### src/rtl/pmr_pkg.sv
// package: register map, fields and types of the power mode and regulator control
package pmr_pkg;
  localparam logic [7:0] PMR_ADDR_POWER_CONTROL = 8'h87;
  localparam logic [7:0] PMR_ADDR_WAKE_FLAGS = 8'hAD;
  localparam logic [7:0] PMR_ADDR_FIVE_VOLT_REG = 8'hC6;
  localparam logic [7:0] PMR_ADDR_CORE_REG = 8'hC9;
  localparam logic [7:0] PMR_ADDR_POWER_CONTROL_EXT = 8'hE4;
  localparam logic [7:0] PMR_RST_POWER_CONTROL = 8'h00;
  localparam logic [7:0] PMR_RST_WAKE_FLAGS = 8'h00;
  localparam logic [7:0] PMR_RST_FIVE_VOLT_REG = 8'h00;
  localparam logic [7:0] PMR_RST_CORE_REG = 8'h00;
  localparam logic [7:0] PMR_RST_POWER_CONTROL_EXT = 8'h00;
  localparam int PMR_BIT_IDLE = 0;
  localparam int PMR_BIT_STOP = 1;
  localparam int PMR_POS_FW_FLAGS = 2;
  localparam int PMR_NUM_FW_FLAGS = 6;
  localparam int PMR_BIT_SUSPEND = 6;
  localparam int PMR_BIT_SNOOZE = 7;
  localparam int PMR_NUM_WAKE = 6;
  localparam int PMR_BIT_SHUTDOWN_CFG = 3;
  localparam int PMR_BIT_LOW_BIAS = 1;
  localparam int PMR_BIT_BIAS_OFF = 2;
  localparam int PMR_BIT_REG_OFF = 7;
  // wake flags, msb first: logic unit is bit 5, comparator bit 0
  typedef struct packed {
    logic logic_unit;
    logic usb_resume;
    logic serial_slave;
    logic timer_four;
    logic pin_match;
    logic comparator_zero;
  } pmr_wake_t;
  typedef struct packed {
    logic off;
    logic bias_off;
    logic low_bias;
  } pmr_five_volt_t;
  typedef enum logic [5:0] {
    PMR_NORMAL = 6'h01,
    PMR_IDLE = 6'h02,
    PMR_STOP = 6'h04,
    PMR_SUSPEND = 6'h08,
    PMR_SNOOZE = 6'h10,
    PMR_SHUTDOWN = 6'h20
  } pmr_mode_t;
endpackage

### src/rtl/pmr_power_ctrl.sv
// power mode sequencer, wake flags and regulator control registers
`timescale 1ns/100ps
// Functional notes
// - in shutdown only the reset pin or power cycle reset and wake
// - shutdown keeps nothing; all registers return to reset values
// - leaving shutdown is reported as a power-on reset
// - debug cannot attach while in shutdown
// - shutdown halts core, core LDO off, pins hold their state
// - shutdown-on-stop 0: regulator stays on, any enabled reset exits stop
// - stop and idle request bits enter mode and read back 0
// - six firmware flags in power control, reset 0, no effect
// - suspend request halts fast oscillators and gates system clock
// - snooze request also puts core LDO in low-current standby
// - logic unit event sets its wake flag
// - usb resume event sets its wake flag
// - serial slave byte received sets its wake flag
// - timer four overflow sets its wake flag
// - pin match event sets its wake flag
// - comparator zero falling edge sets its wake flag
// - after reset the 5 V regulator is in normal mode
// - low-bias enable places 5 V regulator in suspend power mode
// - bias-off disables regulator bias regardless of low-bias enable
module pmr_power_ctrl
  import pmr_pkg::*;
(
  // clock and reset
  input wire logic mclk_in,
  input wire logic rst_n_in,
  // reset and wake sources, fast oscillator A select
  input wire logic external_reset_pin_n_in,
  input wire logic power_on_reset_in,
  input wire logic internal_reset_in,
  input wire logic irq_pending_in,
  input wire logic fast_internal_osc_a_sel_in,
  // wake events as one-cycle pulses, comparator level (falling edge wakes), debug attach request
  input wire logic logic_unit_event_in,
  input wire logic usb_resume_event_in,
  input wire logic serial_slave_byte_in,
  input wire logic timer_four_ovf_in,
  input wire logic pin_match_event_in,
  input wire logic comparator_zero_in,
  input wire logic debug_attach_req_in,
  // special-function register port
  input wire logic [7:0] sfr_addr_in,
  input wire logic [7:0] sfr_wdata_in,
  input wire logic sfr_wr_in,
  input wire logic sfr_rd_in,
  output logic [7:0] sfr_rdata_out,
  // power control outputs
  output logic core_halt_out,
  output logic sysclk_gate_out,
  output logic fast_osc_halt_out,
  output logic core_ldo_off_out,
  output logic core_ldo_standby_out,
  output logic pin_hold_out,
  output logic debug_attach_ok_out,
  output logic device_reset_out,
  output logic por_reported_out,
  output logic five_volt_low_bias_out,
  output logic five_volt_bias_off_out,
  output logic five_volt_off_out,
  output pmr_mode_t mode_out
);
  pmr_mode_t mode;
  logic [PMR_NUM_FW_FLAGS-1:0] fw_flags;
  pmr_wake_t wake;
  pmr_five_volt_t five_volt;
  logic shutdown_cfg;
  logic cmp_prev;
  logic por_flag;
  logic [PMR_NUM_WAKE-1:0] wake_evt;
  logic any_wake;
  logic shutdown_exit;
  logic stop_exit;
  logic [7:0] next_rdata;

  function automatic logic hit(input logic [7:0] a, input logic [7:0] r);
    return a == r;
  endfunction

  assign wake_evt = {logic_unit_event_in, usb_resume_event_in, serial_slave_byte_in,
                     timer_four_ovf_in, pin_match_event_in,
                     cmp_prev & ~comparator_zero_in};
  assign any_wake = |wake_evt;
  // only the pin or a power cycle counts in shutdown
  assign shutdown_exit = ~external_reset_pin_n_in | power_on_reset_in;
  assign stop_exit = shutdown_exit | internal_reset_in;

  // power mode sequencer
  always_ff @(posedge mclk_in) begin
    if (!rst_n_in) begin
      mode <= PMR_NORMAL;
    end else begin
      unique case (mode)
        PMR_NORMAL: begin
          if (sfr_wr_in && hit(sfr_addr_in, PMR_ADDR_POWER_CONTROL) && sfr_wdata_in[PMR_BIT_STOP]) begin
            mode <= shutdown_cfg ? PMR_SHUTDOWN : PMR_STOP;
          end else if (sfr_wr_in && hit(sfr_addr_in, PMR_ADDR_POWER_CONTROL) && sfr_wdata_in[PMR_BIT_IDLE]) begin
            mode <= PMR_IDLE;
          end else if (sfr_wr_in && hit(sfr_addr_in, PMR_ADDR_POWER_CONTROL_EXT)
                       && sfr_wdata_in[PMR_BIT_SNOOZE] && fast_internal_osc_a_sel_in) begin
            mode <= PMR_SNOOZE;
          end else if (sfr_wr_in && hit(sfr_addr_in, PMR_ADDR_POWER_CONTROL_EXT)
                       && sfr_wdata_in[PMR_BIT_SUSPEND] && fast_internal_osc_a_sel_in) begin
            mode <= PMR_SUSPEND;
          end
        end
        PMR_IDLE: begin
          if (irq_pending_in || stop_exit) begin
            mode <= PMR_NORMAL;
          end
        end
        PMR_STOP: begin
          if (stop_exit) begin
            mode <= PMR_NORMAL;
          end
        end
        PMR_SUSPEND, PMR_SNOOZE: begin
          if (any_wake || stop_exit) begin
            mode <= PMR_NORMAL;
          end
        end
        PMR_SHUTDOWN: begin
          if (shutdown_exit) begin
            mode <= PMR_NORMAL;
          end
        end
        default: mode <= PMR_NORMAL;
      endcase
    end
  end

  // firmware flags; plain storage, no effect on mode
  always_ff @(posedge mclk_in) begin
    if (!rst_n_in || (mode == PMR_SHUTDOWN && shutdown_exit)) begin
      fw_flags <= PMR_RST_POWER_CONTROL[PMR_POS_FW_FLAGS +: PMR_NUM_FW_FLAGS];
    end else if (sfr_wr_in && hit(sfr_addr_in, PMR_ADDR_POWER_CONTROL)) begin
      fw_flags <= sfr_wdata_in[PMR_POS_FW_FLAGS +: PMR_NUM_FW_FLAGS];
    end
  end

  // wake flags: set wins over a firmware clear in the same cycle
  always_ff @(posedge mclk_in) begin
    if (!rst_n_in || (mode == PMR_SHUTDOWN && shutdown_exit)) begin
      wake <= pmr_wake_t'(PMR_RST_WAKE_FLAGS[PMR_NUM_WAKE-1:0]);
    end else if (mode != PMR_SHUTDOWN) begin
      if (sfr_wr_in && hit(sfr_addr_in, PMR_ADDR_WAKE_FLAGS)) begin
        wake <= pmr_wake_t'((wake & sfr_wdata_in[PMR_NUM_WAKE-1:0]) | wake_evt);
      end else begin
        wake <= pmr_wake_t'(wake | wake_evt);
      end
    end
  end

  // comparator edge history
  always_ff @(posedge mclk_in) begin
    if (!rst_n_in) begin
      cmp_prev <= 1'b0;
    end else begin
      cmp_prev <= comparator_zero_in;
    end
  end

  // regulator configuration
  always_ff @(posedge mclk_in) begin
    if (!rst_n_in || (mode == PMR_SHUTDOWN && shutdown_exit)) begin
      shutdown_cfg <= PMR_RST_CORE_REG[PMR_BIT_SHUTDOWN_CFG];
      five_volt.off <= PMR_RST_FIVE_VOLT_REG[PMR_BIT_REG_OFF];
      five_volt.bias_off <= PMR_RST_FIVE_VOLT_REG[PMR_BIT_BIAS_OFF];
      five_volt.low_bias <= PMR_RST_FIVE_VOLT_REG[PMR_BIT_LOW_BIAS];
    end else begin
      if (sfr_wr_in && hit(sfr_addr_in, PMR_ADDR_CORE_REG)) begin
        shutdown_cfg <= sfr_wdata_in[PMR_BIT_SHUTDOWN_CFG];
      end
      if (sfr_wr_in && hit(sfr_addr_in, PMR_ADDR_FIVE_VOLT_REG)) begin
        five_volt.off <= sfr_wdata_in[PMR_BIT_REG_OFF];
        five_volt.bias_off <= sfr_wdata_in[PMR_BIT_BIAS_OFF];
        five_volt.low_bias <= sfr_wdata_in[PMR_BIT_LOW_BIAS];
      end
    end
  end

  // power-on report, set on shutdown exit and held until next reset
  always_ff @(posedge mclk_in) begin
    if (!rst_n_in) begin
      por_flag <= 1'b0;
    end else if (mode == PMR_SHUTDOWN && shutdown_exit) begin
      por_flag <= 1'b1;
    end else if (power_on_reset_in) begin
      por_flag <= 1'b1;
    end
  end

  // read mux; request bits always read 0
  always_comb begin
    next_rdata = 8'h00;
    if (hit(sfr_addr_in, PMR_ADDR_POWER_CONTROL)) begin
      next_rdata[PMR_POS_FW_FLAGS +: PMR_NUM_FW_FLAGS] = fw_flags;
    end else if (hit(sfr_addr_in, PMR_ADDR_WAKE_FLAGS)) begin
      next_rdata[PMR_NUM_WAKE-1:0] = wake;
    end else if (hit(sfr_addr_in, PMR_ADDR_FIVE_VOLT_REG)) begin
      next_rdata[PMR_BIT_REG_OFF] = five_volt.off;
      next_rdata[PMR_BIT_BIAS_OFF] = five_volt.bias_off;
      next_rdata[PMR_BIT_LOW_BIAS] = five_volt.low_bias;
    end else if (hit(sfr_addr_in, PMR_ADDR_CORE_REG)) begin
      next_rdata[PMR_BIT_SHUTDOWN_CFG] = shutdown_cfg;
    end
  end

  // read latch is lost in shutdown like every other register
  always_ff @(posedge mclk_in) begin
    if (!rst_n_in || (mode == PMR_SHUTDOWN && shutdown_exit)) begin
      sfr_rdata_out <= 8'h00;
    end else if (sfr_rd_in) begin
      sfr_rdata_out <= next_rdata;
    end
  end

  assign mode_out = mode;
  assign core_halt_out = (mode != PMR_NORMAL);
  assign sysclk_gate_out = (mode == PMR_SUSPEND) || (mode == PMR_SNOOZE) || (mode == PMR_STOP)
                           || (mode == PMR_SHUTDOWN);
  assign fast_osc_halt_out = sysclk_gate_out;
  assign core_ldo_standby_out = (mode == PMR_SNOOZE);
  assign core_ldo_off_out = (mode == PMR_SHUTDOWN);
  assign pin_hold_out = (mode == PMR_SHUTDOWN) || (mode == PMR_STOP);
  assign debug_attach_ok_out = debug_attach_req_in && (mode != PMR_SHUTDOWN);
  // internal resets are masked in shutdown
  assign device_reset_out = (mode == PMR_SHUTDOWN) ? shutdown_exit : stop_exit;
  assign por_reported_out = por_flag;
  assign five_volt_low_bias_out = five_volt.low_bias & ~five_volt.bias_off;
  assign five_volt_bias_off_out = five_volt.bias_off;
  assign five_volt_off_out = five_volt.off & five_volt.bias_off;

  a_shutdown_entry: assert property (@(posedge mclk_in) disable iff (!rst_n_in)
    (mode == PMR_NORMAL && sfr_wr_in && hit(sfr_addr_in, PMR_ADDR_POWER_CONTROL)
     && sfr_wdata_in[PMR_BIT_STOP] && shutdown_cfg) |=> mode == PMR_SHUTDOWN)
    else $error("stop with shutdown config did not enter shutdown");
  a_shutdown_ignores: assert property (@(posedge mclk_in) disable iff (!rst_n_in)
    (mode == PMR_SHUTDOWN && !shutdown_exit) |=> mode == PMR_SHUTDOWN && !$past(device_reset_out))
    else $error("shutdown left without pin or power reset");
  a_shutdown_clears: assert property (@(posedge mclk_in) disable iff (!rst_n_in)
    (mode == PMR_SHUTDOWN && shutdown_exit) |=> (wake == '0 && fw_flags == '0 && !shutdown_cfg))
    else $error("registers survived shutdown");
  a_por_report: assert property (@(posedge mclk_in) disable iff (!rst_n_in)
    (mode == PMR_SHUTDOWN && shutdown_exit) |=> por_reported_out)
    else $error("shutdown exit not reported as power-on");
  a_no_debug: assert property (@(posedge mclk_in) disable iff (!rst_n_in)
    mode == PMR_SHUTDOWN |-> !debug_attach_ok_out)
    else $error("debug attached in shutdown");
  a_stop_exit: assert property (@(posedge mclk_in) disable iff (!rst_n_in)
    (mode == PMR_STOP && internal_reset_in) |=> mode == PMR_NORMAL)
    else $error("stop not left on internal reset");
  a_req_read_zero: assert property (@(posedge mclk_in) disable iff (!rst_n_in)
    $past(sfr_rd_in) |-> sfr_rdata_out[1:0] == 2'b00 || $past(sfr_addr_in) != PMR_ADDR_POWER_CONTROL)
    else $error("request bit read back as 1");
  a_wake_sticky: assert property (@(posedge mclk_in) disable iff (!rst_n_in)
    (wake.timer_four && !(sfr_wr_in && hit(sfr_addr_in, PMR_ADDR_WAKE_FLAGS))
     && mode != PMR_SHUTDOWN) |=> wake.timer_four)
    else $error("wake flag dropped without firmware clear");
  a_cmp_edge: assert property (@(posedge mclk_in) disable iff (!rst_n_in)
    ($fell(comparator_zero_in) && mode != PMR_SHUTDOWN) |=> wake.comparator_zero)
    else $error("comparator falling edge missed");
  a_bias_off: assert property (@(posedge mclk_in) disable iff (!rst_n_in)
    five_volt_bias_off_out |-> !five_volt_low_bias_out)
    else $error("low bias active with bias off");
  a_reg_off_bias: assert property (@(posedge mclk_in) disable iff (!rst_n_in)
    five_volt_off_out |-> five_volt_bias_off_out)
    else $error("regulator off without bias off");
  a_suspend_entry: assert property (@(posedge mclk_in) disable iff (!rst_n_in)
    (mode == PMR_NORMAL && sfr_wr_in && hit(sfr_addr_in, PMR_ADDR_POWER_CONTROL_EXT)
     && sfr_wdata_in[PMR_BIT_SUSPEND] && !sfr_wdata_in[PMR_BIT_SNOOZE]
     && fast_internal_osc_a_sel_in) |=> mode == PMR_SUSPEND)
    else $error("suspend request did not enter suspend");
  a_osc_refused: assert property (@(posedge mclk_in) disable iff (!rst_n_in)
    (mode == PMR_NORMAL && sfr_wr_in && hit(sfr_addr_in, PMR_ADDR_POWER_CONTROL_EXT)
     && !fast_internal_osc_a_sel_in) |=> mode == PMR_NORMAL)
    else $error("low power request taken off the slow clock");
  a_snooze_outputs: assert property (@(posedge mclk_in) disable iff (!rst_n_in)
    mode == PMR_SNOOZE |-> (core_ldo_standby_out && fast_osc_halt_out && sysclk_gate_out))
    else $error("snooze outputs wrong");
  a_wake_exit: assert property (@(posedge mclk_in) disable iff (!rst_n_in)
    ((mode == PMR_SUSPEND || mode == PMR_SNOOZE) && any_wake) |=> mode == PMR_NORMAL)
    else $error("wake event did not end suspend or snooze");
  a_idle_exit: assert property (@(posedge mclk_in) disable iff (!rst_n_in)
    (mode == PMR_IDLE && irq_pending_in) |=> mode == PMR_NORMAL)
    else $error("interrupt did not end idle");
  a_shutdown_outputs: assert property (@(posedge mclk_in) disable iff (!rst_n_in)
    mode == PMR_SHUTDOWN |-> (core_halt_out && core_ldo_off_out && pin_hold_out))
    else $error("shutdown outputs wrong");
  a_reset_masked: assert property (@(posedge mclk_in) disable iff (!rst_n_in)
    (mode == PMR_SHUTDOWN && !shutdown_exit) |-> !device_reset_out)
    else $error("internal reset passed in shutdown");
  c_shutdown: cover property (@(posedge mclk_in) disable iff (!rst_n_in)
    mode == PMR_SHUTDOWN ##1 mode == PMR_NORMAL);
  c_snooze: cover property (@(posedge mclk_in) disable iff (!rst_n_in)
    mode == PMR_SNOOZE ##1 mode == PMR_NORMAL);
  c_idle: cover property (@(posedge mclk_in) disable iff (!rst_n_in) mode == PMR_IDLE);
  c_suspend: cover property (@(posedge mclk_in) disable iff (!rst_n_in)
    mode == PMR_SUSPEND ##1 mode == PMR_NORMAL);
  c_stop: cover property (@(posedge mclk_in) disable iff (!rst_n_in)
    mode == PMR_STOP ##1 mode == PMR_NORMAL);
endmodule

### config.mk
export PLATFORM = sky130hd
export DESIGN_NAME = pmr_power_ctrl
export DESIGN_NICKNAME = d
export VERILOG_FILES = /design/src/rtl/pmr_pkg.sv /design/src/rtl/pmr_power_ctrl.sv
export SDC_FILE = /design/constraint.sdc
export NUM_CORES = 1
export LEC_CHECK = 0
export BUFFER_PORTS_ARGS = -buffer_cell sky130_fd_sc_hd__buf_4
export CAP_MARGIN = 10
export CORE_UTILIZATION = 35
export CTS_CLUSTER_DIAMETER = 50
export CTS_CLUSTER_SIZE = 10
export DETAILED_ROUTE_END_ITERATION = 8
export GPL_ROUTABILITY_DRIVEN = 0
export SYNTH_ARGS = -nofsm -noshare
export SYNTH_HDL_FRONTEND = slang
export SYNTH_SLANG_ARGS = --single-unit
export TNS_END_PERCENT = 1
### constraint.sdc
create_clock -name mclk_in -period 2.01 [get_ports mclk_in]
set_input_delay 0.3015 -clock mclk_in [delete_from_list [all_inputs] [get_ports mclk_in]]
set_output_delay 0.3015 -clock mclk_in [all_outputs]
set_load 0.005 [all_outputs]
==> results by group, run 1 <==
Critical path
  • Cell chain of the critical path: or4_4, or3b_4, buf_4
  • Startpoint Class: flop
  • Crit. End Element: primary output
  • WP data required: around 1700 ps
  • CP max stage delay: between 500 and 600 ps
  • Worst Path Arrival: about 1700 ps
  • Worst Path Max Fanout: 3
  • CP max-delay cell: or4_4
  • Crit Path Class: reg -> out

STA
  • Hold slack: ~240 ps
  • Max frequency: ~500 MHz
  • Slew headroom: 59.9%
  • Setup TNS: 0 ps
  • Worst Skew: 5.57 ps
  • Unrepaired setup endpoints after global routing: yes
  • Pins Over Slew Limit: 0
  • Final Cycle Share: around 99%
  • Min Tclk post-route: approximately 2000 ps
  • Worst-Margin Slew: around 600 ps
  • Final Setup Violations: 0
  • Hold Violations, Final: 0

Cells and area
  • N_diodes: 0
  • Fin cells: 319
  • Layout cell share with drive strength beyond 1: a little over a third
  • Final core utilization: a little over half
  • Final #Nets: about 300
  • Synthesis-to-finish area growth: 44.9%

Power and ir drop
  • Overall power: about 1400 uW
  • Worst IR Drop VDD: around 0.00023 V
  • Pwr/cell area: 605 nW/um2
  • Leakage: a little over 0.001 uW

Die
  • Die width: between 60 and 70 um
  • Die ar.: 4850 um2
  • # IOs: 58
  • Core area: between 4000 and 5000 um2
  • Row count: 24
  • Initial Utilization: a little over a third
  • Die H: between 60 and 70 um

Logic synthesis
  • Post-Syn Nets: approximately 220
  • EDFF count, synth: 0
  • Flops & latches, synth: 32
  • Yosys Warn Count: 0
  • Post-synthesis instance total: 192
  • Sequential element share of the synthesized area: between 40% and 50%
  • Post-synth cell types: 41
  • Async set-reset flop share out of synthesis: 0%
  • Post-Syn Area: about 1600 um2
  • Most used DFF post-synth: dfxtp_1
  • Synthesized area per cell: ~8.3 um2

Detailed routing
  • Wirelength, routed: 4.66 mm
  • Avg WL per Cell: roughly 15 um
  • Remaining DRCs: 0
  • DRT iter0 DRCs: around 130
  • DR vias/cell: 5.32
  • Routed Antenna Nets: 0
  • Drt first pass iters: 4
  • Via count: approximately 1700

Run status
  • Status: finished, final reports clean

Global route
  • Grt total ovfl: 0
  • Overall Global Routing Usage: between 20 and 25%
  • First-pass GRT wire length: 7.74 mm
  • Initial antenna violation count: 0
  • Largest net degree at the start of global routing: 25
  • Vias in the first global route: 1629

Placed design
  • Dpl cells: 310
  • Port Buffers: 57
  • DP HPWL: between 3 and 4 mm

CTS
  • TritonCTS clock tree: done
  • # clock sinks: 32
  • H-tree levels: 2
  • Total CTS buffers: 5
  • CTS clk-pin slew, worst paths: around 70 ps
  • Worst-Skew Late Latency: about 280 ps
  • Worst-case clock buffer depth: 2
  • CTS root buf: clkbuf_8
  • CTS Hold Bufs: 0

Worst hold path
  • Hold Path Class: in -> reg

Job
  • Max Cap Viol: 0
-- Yosys cell counts, drive strengths merged, types with 5 or more instances --
cell type	number	area, um2
nor2b	5	31.3
a21oi	18	90.1
nor3	9	55.1
nor2	15	56.3
mux2i	7	70.1
nand3b	6	45.0
clkbuf	6	22.5
o21ai	10	50.0
nand2	18	67.6
nand3	9	45.0
nand2b	6	37.5
dfxtp	32	641
-- where the power goes --
group | switching, uW | leakage, uW | total, uW | internal (uW)
Clock | 243 | 0.0000552 | 611 | 368
Combinational | 65.3 | 0.000697 | 138 | 72.3
Sequential | 7.43 | 0.000261 | 655 | 648
-- layout by cell type, fill, tap and decap left out, types with 2 or more instances in the layout --
cell and instances:
or4_1 3, a21oi_1 18, buf_4 74, o31ai_1 3, mux2i_1 7, a211oi_1 3, nand3b_1 6, nor2b_1 5
or3b_1 2, nor3_2 2, nand3_1 9, or2_2 2, clkbuf_8 5, o21ai_0 9, a31oi_1 3, nor4_1 3
dfxtp_1 31, nand2_1 18, nor3b_1 2, nor2_1 14, nor3_1 7, and2_1 4, nand2b_1 6, inv_1 4
a22oi_1 2
-- layout make-up --
| class | count | area (um2) |
|---|---|---|
| Clock inverter | 2 | 35.0 |
| Sequential cell | 32 | 642 |
| Fill cell | 438 | 2060 |
| Clock buffer | 6 | 72.6 |
| Tap cell | 52 | 65.1 |
| Multi-Input combinational cell | 148 | 925 |
| Inverter | 4 | 15.0 |
| Timing Repair Buffer | 75 | 567 |
-- repair_timing --
action                                  4_1_cts  5_1_grt
setup buffers                                 2        0
pin swaps                                     2        1
gates cloned                                  0        0
endpoints found under the setup margin        1       12
gates resized for setup                       3        4
-- metal layers --
metal | GRT usage [%] | vias to the layer above | wire, um
met4 | 5.78 | 0 | 26
li1 | - | 848 | -
met1 | 28.0 | 800 | 2260
met3 | 5.23 | 4 | 237
met2 | 30.4 | 44 | 2140
met5 | 0 | - | 0
-- state kept, by name, indices dropped and copies added (netlist names) --
| register | cells |
|---|---|
| sfr_rdata_out | 8 |
| fw_flags | 6 |
| mode_out | 6 |
| wake | 6 |
| five_volt | 2 |
| cmp_prev | 1 |
| five_volt_bias_off_out | 1 |
| por_reported_out | 1 |
| shutdown_cfg | 1 |
-- cell families after synthesis --
family / count (synthesis) / share of synthesized area, %
and+or+nand+nor: 90 / 30.9
AOI/OAI and AO/OA: 49 / 20.2
DFF: 32 / 40.0
buffers and inverters: 12 / 3.52
muxes: 7 / 4.38
xor gates and xnor gates: 2 / 1.09
-- path summary, 6_finish.rpt --
kind / startpoint / to / slack (ps) / cells past startpoint
min reg2reg: sfr_rdata_out[6] / sfr_rdata_out[6] / 470 / 2
min: comparator_zero_in / cmp_prev / 240 / 2
max reg2reg: mode_out[2] / mode_out[5] / 40 / 6
max: mode_out[2] / core_halt_out / 20 / 3
-- through the flow --
step                setup WS [ps]  cell area (um2)
floorplan                    26.1             1600
global placement            -98.1             2180
detailed placement          -81.0             2180
CTS                          15.8             2300
global route                -45.8             2320
finish                       16.2             2320
-- critical path: cells and delay by family (launching register included) --
kind / cells / cell delay, ps
DFF: 1 / 320
buffers and inverters: 1 / 150
and+or+nand+nor: 2 / 950
Power figures use the tool's default switching activity.
==> run 2: changes to the inputs <==
--- a/config.mk
+++ b/config.mk
@@ -7,8 +7,9 @@
 export LEC_CHECK = 0
 export BUFFER_PORTS_ARGS = -buffer_cell sky130_fd_sc_hd__buf_4
 export CAP_MARGIN = 10
+export CORE_ASPECT_RATIO = 1.2
 export CORE_UTILIZATION = 35
-export CTS_CLUSTER_DIAMETER = 50
+export CTS_CLUSTER_DIAMETER = 100
 export CTS_CLUSTER_SIZE = 10
 export DETAILED_ROUTE_END_ITERATION = 8
 export GPL_ROUTABILITY_DRIVEN = 0
==> run 2 against run 1 <==
- cell area increased by 0.11%
- global-route usage decreased by 0.21 points
- hold slack improved by 0.76 ps
- sequential share of layout area decreased by 0.084 points
- clock-buffer cell count increased by 2
- flip-flop and latch count unchanged
- clock power decreased by 15%
- critical path type is now reg -> reg
==> results by group, run 2 (synthesized netlist as in run 1, its figures left out) <==
Critical path
  • Crit. End Element: flop
  • Startpoint Class: flop
  • Worst Path Max Fanout: 4
  • Crit Path Class: reg -> reg
  • Reg-to-Reg End: mode_out[2]
  • Worst Path Arrival: 2220 ps
  • WP data required: 2240 ps
  • FF-to-FF path depth: 6
  • R2R setup slack: approximately 21 ps
  • End of the critical path: mode_out[2]
  • Worst reg2reg startpoint: mode_out[5]
  • Setup crit start: mode_out[5]

Job
  • Max Cap Viol: 0

STA
  • Slew headroom: between 60% and 70%
  • Min Tclk post-route: around 2000 ps
  • Hold slack: ~240 ps
  • Worst-Margin Slew: around 500 ps
  • Final Setup Violations: 0
  • Max frequency: approximately 500 MHz
  • Final Cycle Share: 99.0%
  • Unrepaired setup endpoints after global routing: yes
  • Worst Skew: around 4.3 ps
  • Hold Violations, Final: 0
  • Pins Over Slew Limit: 0

Die
  • Die width: roughly 64 um
  • Core area: approximately 4300 um2
  • Initial Utilization: between 30% and 40%
  • # IOs: 58
  • Die H: around 76 um
  • Die ar.: about 4900 um2
  • Row count: 26

CTS
  • Total CTS buffers: 5
  • Worst-Skew Late Latency: roughly 290 ps
  • Worst-case clock buffer depth: 2
  • H-tree levels: 2
  • # clock sinks: 32
  • CTS root buf: clkbuf_8
  • CTS Hold Bufs: 0
  • CTS clk-pin slew, worst paths: around 70 ps
  • TritonCTS clock tree: done

Global route
  • Initial antenna violation count: 0
  • First-pass GRT wire length: between 7 and 8 mm
  • Overall Global Routing Usage: between 10% and 20%
  • Largest net degree at the start of global routing: 25
  • Vias in the first global route: ~1600
  • Grt total ovfl: 0

Cells and area
  • Commonest non-fill, non-tap cells in the layout: 70 x buf_4, 32 x dfxtp_1, 18 x nand2_1, 18 x a21oi_1, 15 x nor2_1
  • Final core utilization: between 50% and 60%
  • Most common cell after layout, fill and taps aside: buf_4
  • N_diodes: 0
  • Layout fillers: roughly 430
  • Final #Nets: just under 300
  • Max reg flops: 8
  • Layout cell share with drive strength beyond 1: around a third
  • Top reg by flops: sfr_rdata_out
  • Synthesis-to-finish area growth: 45.1%

Detailed routing
  • Wirelength, routed: roughly 4.5 mm
  • Routed Antenna Nets: 0
  • Met1 Wirelength: between 1.5 and 2 mm
  • DR vias/cell: approximately 5.2
  • DR WL met2: 2.23 mm
  • Avg WL per Cell: 13.9 um
  • Remaining DRCs: 0
  • Met3 WL post-DR: ~230 um
  • Top layer in use: met4
  • Drt first pass iters: 4
  • DRT iter0 DRCs: 70
  • Via count: 1681

Run status
  • Status: finished, final reports clean

Power and ir drop
  • Overall power: roughly 1300 uW
  • Pwr/cell area: around 570 nW/um2
  • Leakage: approximately 0.0010 uW
  • Worst IR Drop VDD: 0.000443 V

Worst hold path
  • Hold Path Class: in -> reg

Placed design
  • Port Buffers: 57
  • DP HPWL: about 3.3 mm
-- run 2: cell count changes in the layout (fill, tap and decap cells not counted), sizes merged --
cell    before  now
bufinv       1    0
clkbuf       6    8
clkinv       1    0
buf         75   73
-- run 2: worst min-delay path by stage --
stage / slack [ps] / endpoint / startpoint / depth (start not counted)
2_1_floorplan: 420 / cmp_prev / comparator_zero_in / 1
3_3_place_gp: 460 / sfr_rdata_out[0] / sfr_rdata_out[0] / 2
3_5_place_dp: 470 / sfr_rdata_out[6] / sfr_rdata_out[6] / 2
4_1_cts: 230 / cmp_prev / comparator_zero_in / 2
5_1_grt: 250 / cmp_prev / comparator_zero_in / 2
6_report: 240 / cmp_prev / comparator_zero_in / 2
-- run 2: report_power, final --
part           total, uW  leakage (uW)  switching, uW  internal [uW]
clock                522     0.0000455            243            279
sequential           655      0.000261           7.28            648
combinational        139      0.000698           64.3           75.0
-- run 2: critical path, stage by stage, from the launching register on --
cell and delay (ps):
dfxtp_1 310, or4_4 530, or3b_4 410, buf_12 140, a311oi_4 320, o31ai_1 100, a21oi_1 110
-- run 2: cell type report --
class / count / area [um2] / share of cell area [%]
clock buffer: 8 / 90.1 / 3.88
inverter: 4 / 15.0 / 0.646
multi-input combinational: 148 / 931 / 40.1
sequential: 32 / 641 / 27.6
tap: 56 / 70.1 / 3.02
timing repair buffer: 73 / 577 / 24.8
-- run 2: metrics by stage --
stage          setup TNS, ps  cells  setup WS, ps  area [um2]
3_3_place_gp            -187    312         -73.6        2180
4_1_cts                    0    321          5.97        2300
3_5_place_dp            -237    312         -87.9        2180
6_report                   0    321          20.8        2320
5_1_grt                 -232    321         -80.1        2320
2_1_floorplan              0    192          26.1        1600
-- run 2: what timing repair did --
action,4_1_cts,5_1_grt
setup buffers,1,0
gates resized for setup,1,6
setup endpoints to repair,1,10
pin swaps,1,4
endpoints found under the hold margin,0,0
-- run 2: metal layers --
metal  vias to the layer above  global-route usage (%)
met5                         -                       0
met4                         0                    9.32
met3                         7                    5.54
met2                        42                    32.8
met1                       789                    23.3
li1                        843                       -
==> run 3: changes to the inputs <==
--- a/config.mk
+++ b/config.mk
@@ -5,6 +5,7 @@
 export SDC_FILE = /design/constraint.sdc
 export NUM_CORES = 1
 export LEC_CHECK = 0
+export ABC_AREA = 1
 export BUFFER_PORTS_ARGS = -buffer_cell sky130_fd_sc_hd__buf_4
 export CAP_MARGIN = 10
 export CORE_ASPECT_RATIO = 1.2
==> run 3 against run 2 <==
- cell area up 3.8%
- critical endpoint is now fast_osc_halt_out
- critical path depth is the same
- final cell count up 21%
- critical path type is now reg -> out
- synthesized area grew 15%
- non-clock buffer count is 13 lower
==> results by group, run 3 <==
Cells and area
  • Synthesis-to-finish area growth: 30.9%
  • Layout cell share with drive strength beyond 1: 34.6%
  • N_diodes: 0
  • Final core utilization: about half
  • Most common cell after layout, fill and taps aside: nand2_1
  • Commonest non-fill, non-tap cells in the layout: 72 x nand2_1, 60 x buf_4, 32 x inv_1, 30 x dfxtp_1, 29 x nor2_1
  • Max reg flops: 8
  • Top reg by flops: sfr_rdata_out
  • Final #Nets: ~360

Logic synthesis
  • EDFF count, synth: 0
  • Async set-reset flop share out of synthesis: 0%
  • Post-Syn Nets: roughly 300
  • Most used DFF post-synth: dfxtp_1
  • Synthesized area per cell: around 7 um2
  • Top-area cell type share of the netlist area: between 30% and 40%
  • Most common cell in the synthesized netlist: nand2_1
  • Post-synth cell types: 29
  • Post-Syn Area: 1840 um2
  • Flops & latches, synth: 32
  • Yosys Warn Count: 0
  • Yosys top cell by area: dfxtp_1
  • Sequential element share of the synthesized area: between 30% and 40%
  • Synth area leaders: dfxtp_1 35%, nand2_1 15%, a21oi_2 9.5%
  • Synth cell count leaders: 72 x nand2_1, 32 x dfxtp_1, 32 x inv_1
  • Post-synthesis instance total: 263

Detailed routing
  • DRT iter0 DRCs: slightly below 90
  • Via count: 1820
  • Avg WL per Cell: around 12 um
  • Remaining DRCs: 0
  • Routed Antenna Nets: 0
  • Drt first pass iters: 4
  • Wirelength, routed: between 4 and 5 mm
  • DR vias/cell: around 4.7

Global route
  • Grt total ovfl: 0
  • Largest net degree at the start of global routing: 22
  • Met3 Use GR: under 10%
  • Met1 GRT Util: a little under a quarter
  • Grt met2 use: between 20% and 30%
  • Overall Global Routing Usage: between 10% and 20%
  • First-pass GRT wire length: about 7.5 mm
  • Global route hottest layer: met2
  • Vias in the first global route: 1626
  • Initial antenna violation count: 0

CTS
  • Total CTS buffers: 5
  • TritonCTS clock tree: done
  • H-tree levels: 2
  • Worst-case clock buffer depth: 2
  • CTS clk-pin slew, worst paths: ~60 ps
  • Worst-Skew Late Latency: about 280 ps
  • CTS root buf: clkbuf_8
  • CTS Hold Bufs: 0
  • # clock sinks: 32

Placed design
  • Port Buffers: 57
  • Pre-CTS setup slack: between 300 and 400 ps
  • DP HPWL: ~3.6 mm

Job
  • Max Cap Viol: 0

STA
  • Hold Violations, Final: 0
  • Final Cycle Share: between 90 and 100%
  • Final worst setup slack: 155 ps
  • Max frequency: between 500 and 600 MHz
  • Setup TNS: 0 ps
  • Hold slack: roughly 210 ps
  • Worst Skew: just under 4 ps
  • Unrepaired setup endpoints after global routing: no
  • Pins Over Slew Limit: 0
  • Slew headroom: slightly below 80%
  • Min Tclk post-route: 1850 ps
  • Worst-Margin Slew: approximately 330 ps
  • Final Setup Violations: 0

Run status
  • Status: finished, final reports clean

Critical path
  • Crit. End Element: primary output
  • Crit Path Class: reg -> out
  • Worst Path Max Fanout: 5
  • WP data required: ~1700 ps
  • Startpoint Class: flop
  • Worst Path Arrival: about 1600 ps

Die
  • Core area: 5010 um2
  • Die ar.: 5560 um2
  • Die width: ~70 um
  • Row count: 28
  • Die H: approximately 81 um
  • # IOs: between 50 and 60
  • Initial Utilization: 36.8%

Worst hold path
  • Hold Path Class: in -> reg

Power and ir drop
  • Pwr/cell area: ~850 nW/um2
  • Leakage: approximately 0.0011 uW
  • Worst IR Drop VDD: about 0.0004 V
[run 3: cell types whose count changed after synthesis, moves of 6 or more]
cell and delta:
a21oi_2 +20, inv_1 +28, a21oi_1 -15, nand2b_1 -6, nand3b_1 -6, nor2_1 +14
nand3_1 +8, mux2i_1 -7, nand2_1 +54, o21ai_1 +7
[run 3: cell type report]
class                           instances  area [um2]
Fill cell                             530        2600
Clock buffer                            8        90.1
Tap cell                               60        75.1
Timing Repair Buffer                   60         450
Sequential cell                        32         643
Inverter                               39         156
Multi-Input combinational cell        188         997
[run 3: path summary, 6_finish.rpt]
check                           from                end  slack (ps)  cells after the start
setup reg to reg         mode_out[3]   sfr_rdata_out[1]         260                      9
hold reg to reg     sfr_rdata_out[0]   sfr_rdata_out[0]         480                      2
setup / recovery         mode_out[3]  fast_osc_halt_out         160                      6
hold / removal    comparator_zero_in           cmp_prev         210                      3
[run 3: what timing repair did]
item / in CTS / in global routing
setup buffers: 0 / 3
resized for setup: 0 / 3
endpoints found under the setup margin: 0 / 2
hold endpoints to repair: 0 / 0
[run 3: logic make-up (layout without fill, tap and decap cells)]
| kind of cell | count (synthesis) | in the layout | synth area share, % |
|---|---|---|---|
| DFF | 32 | 32 | 34.8 |
| buffers and inverters | 43 | 107 | 11.1 |
| and+or+nand+nor | 146 | 146 | 38.1 |
| AOI/OAI and AO/OA | 42 | 42 | 16.0 |
[run 3: metal layers]
layer | vias up | routed length [um]
met5 | - | 0
met4 | 0 | 74
met3 | 4 | 157
met2 | 34 | 2230
met1 | 820 | 2140
li1 | 962 | -
[run 3: power breakdown]
group | internal, uW | switching [uW]
Clock | 279 | 220
Combinational | 337 | 432
Sequential | 696 | 75.9
[run 3: critical path, stage by stage (launching register included)]
cell      delay (ps)
dfxtp_1          370
nor2_4           140
nand2_2           90
nor3_4           340
clkinv_4         100
nand3_1          120
buf_4            120
[run 3: per-stage QoR]
stage	cells	cell area (um2)	total power [uW]
floorplan	263	1840	1270
finish	387	2410	2040
global route	387	2410	2200
global placement	376	2290	1540
detailed placement	376	2290	1540
CTS	384	2380	2040
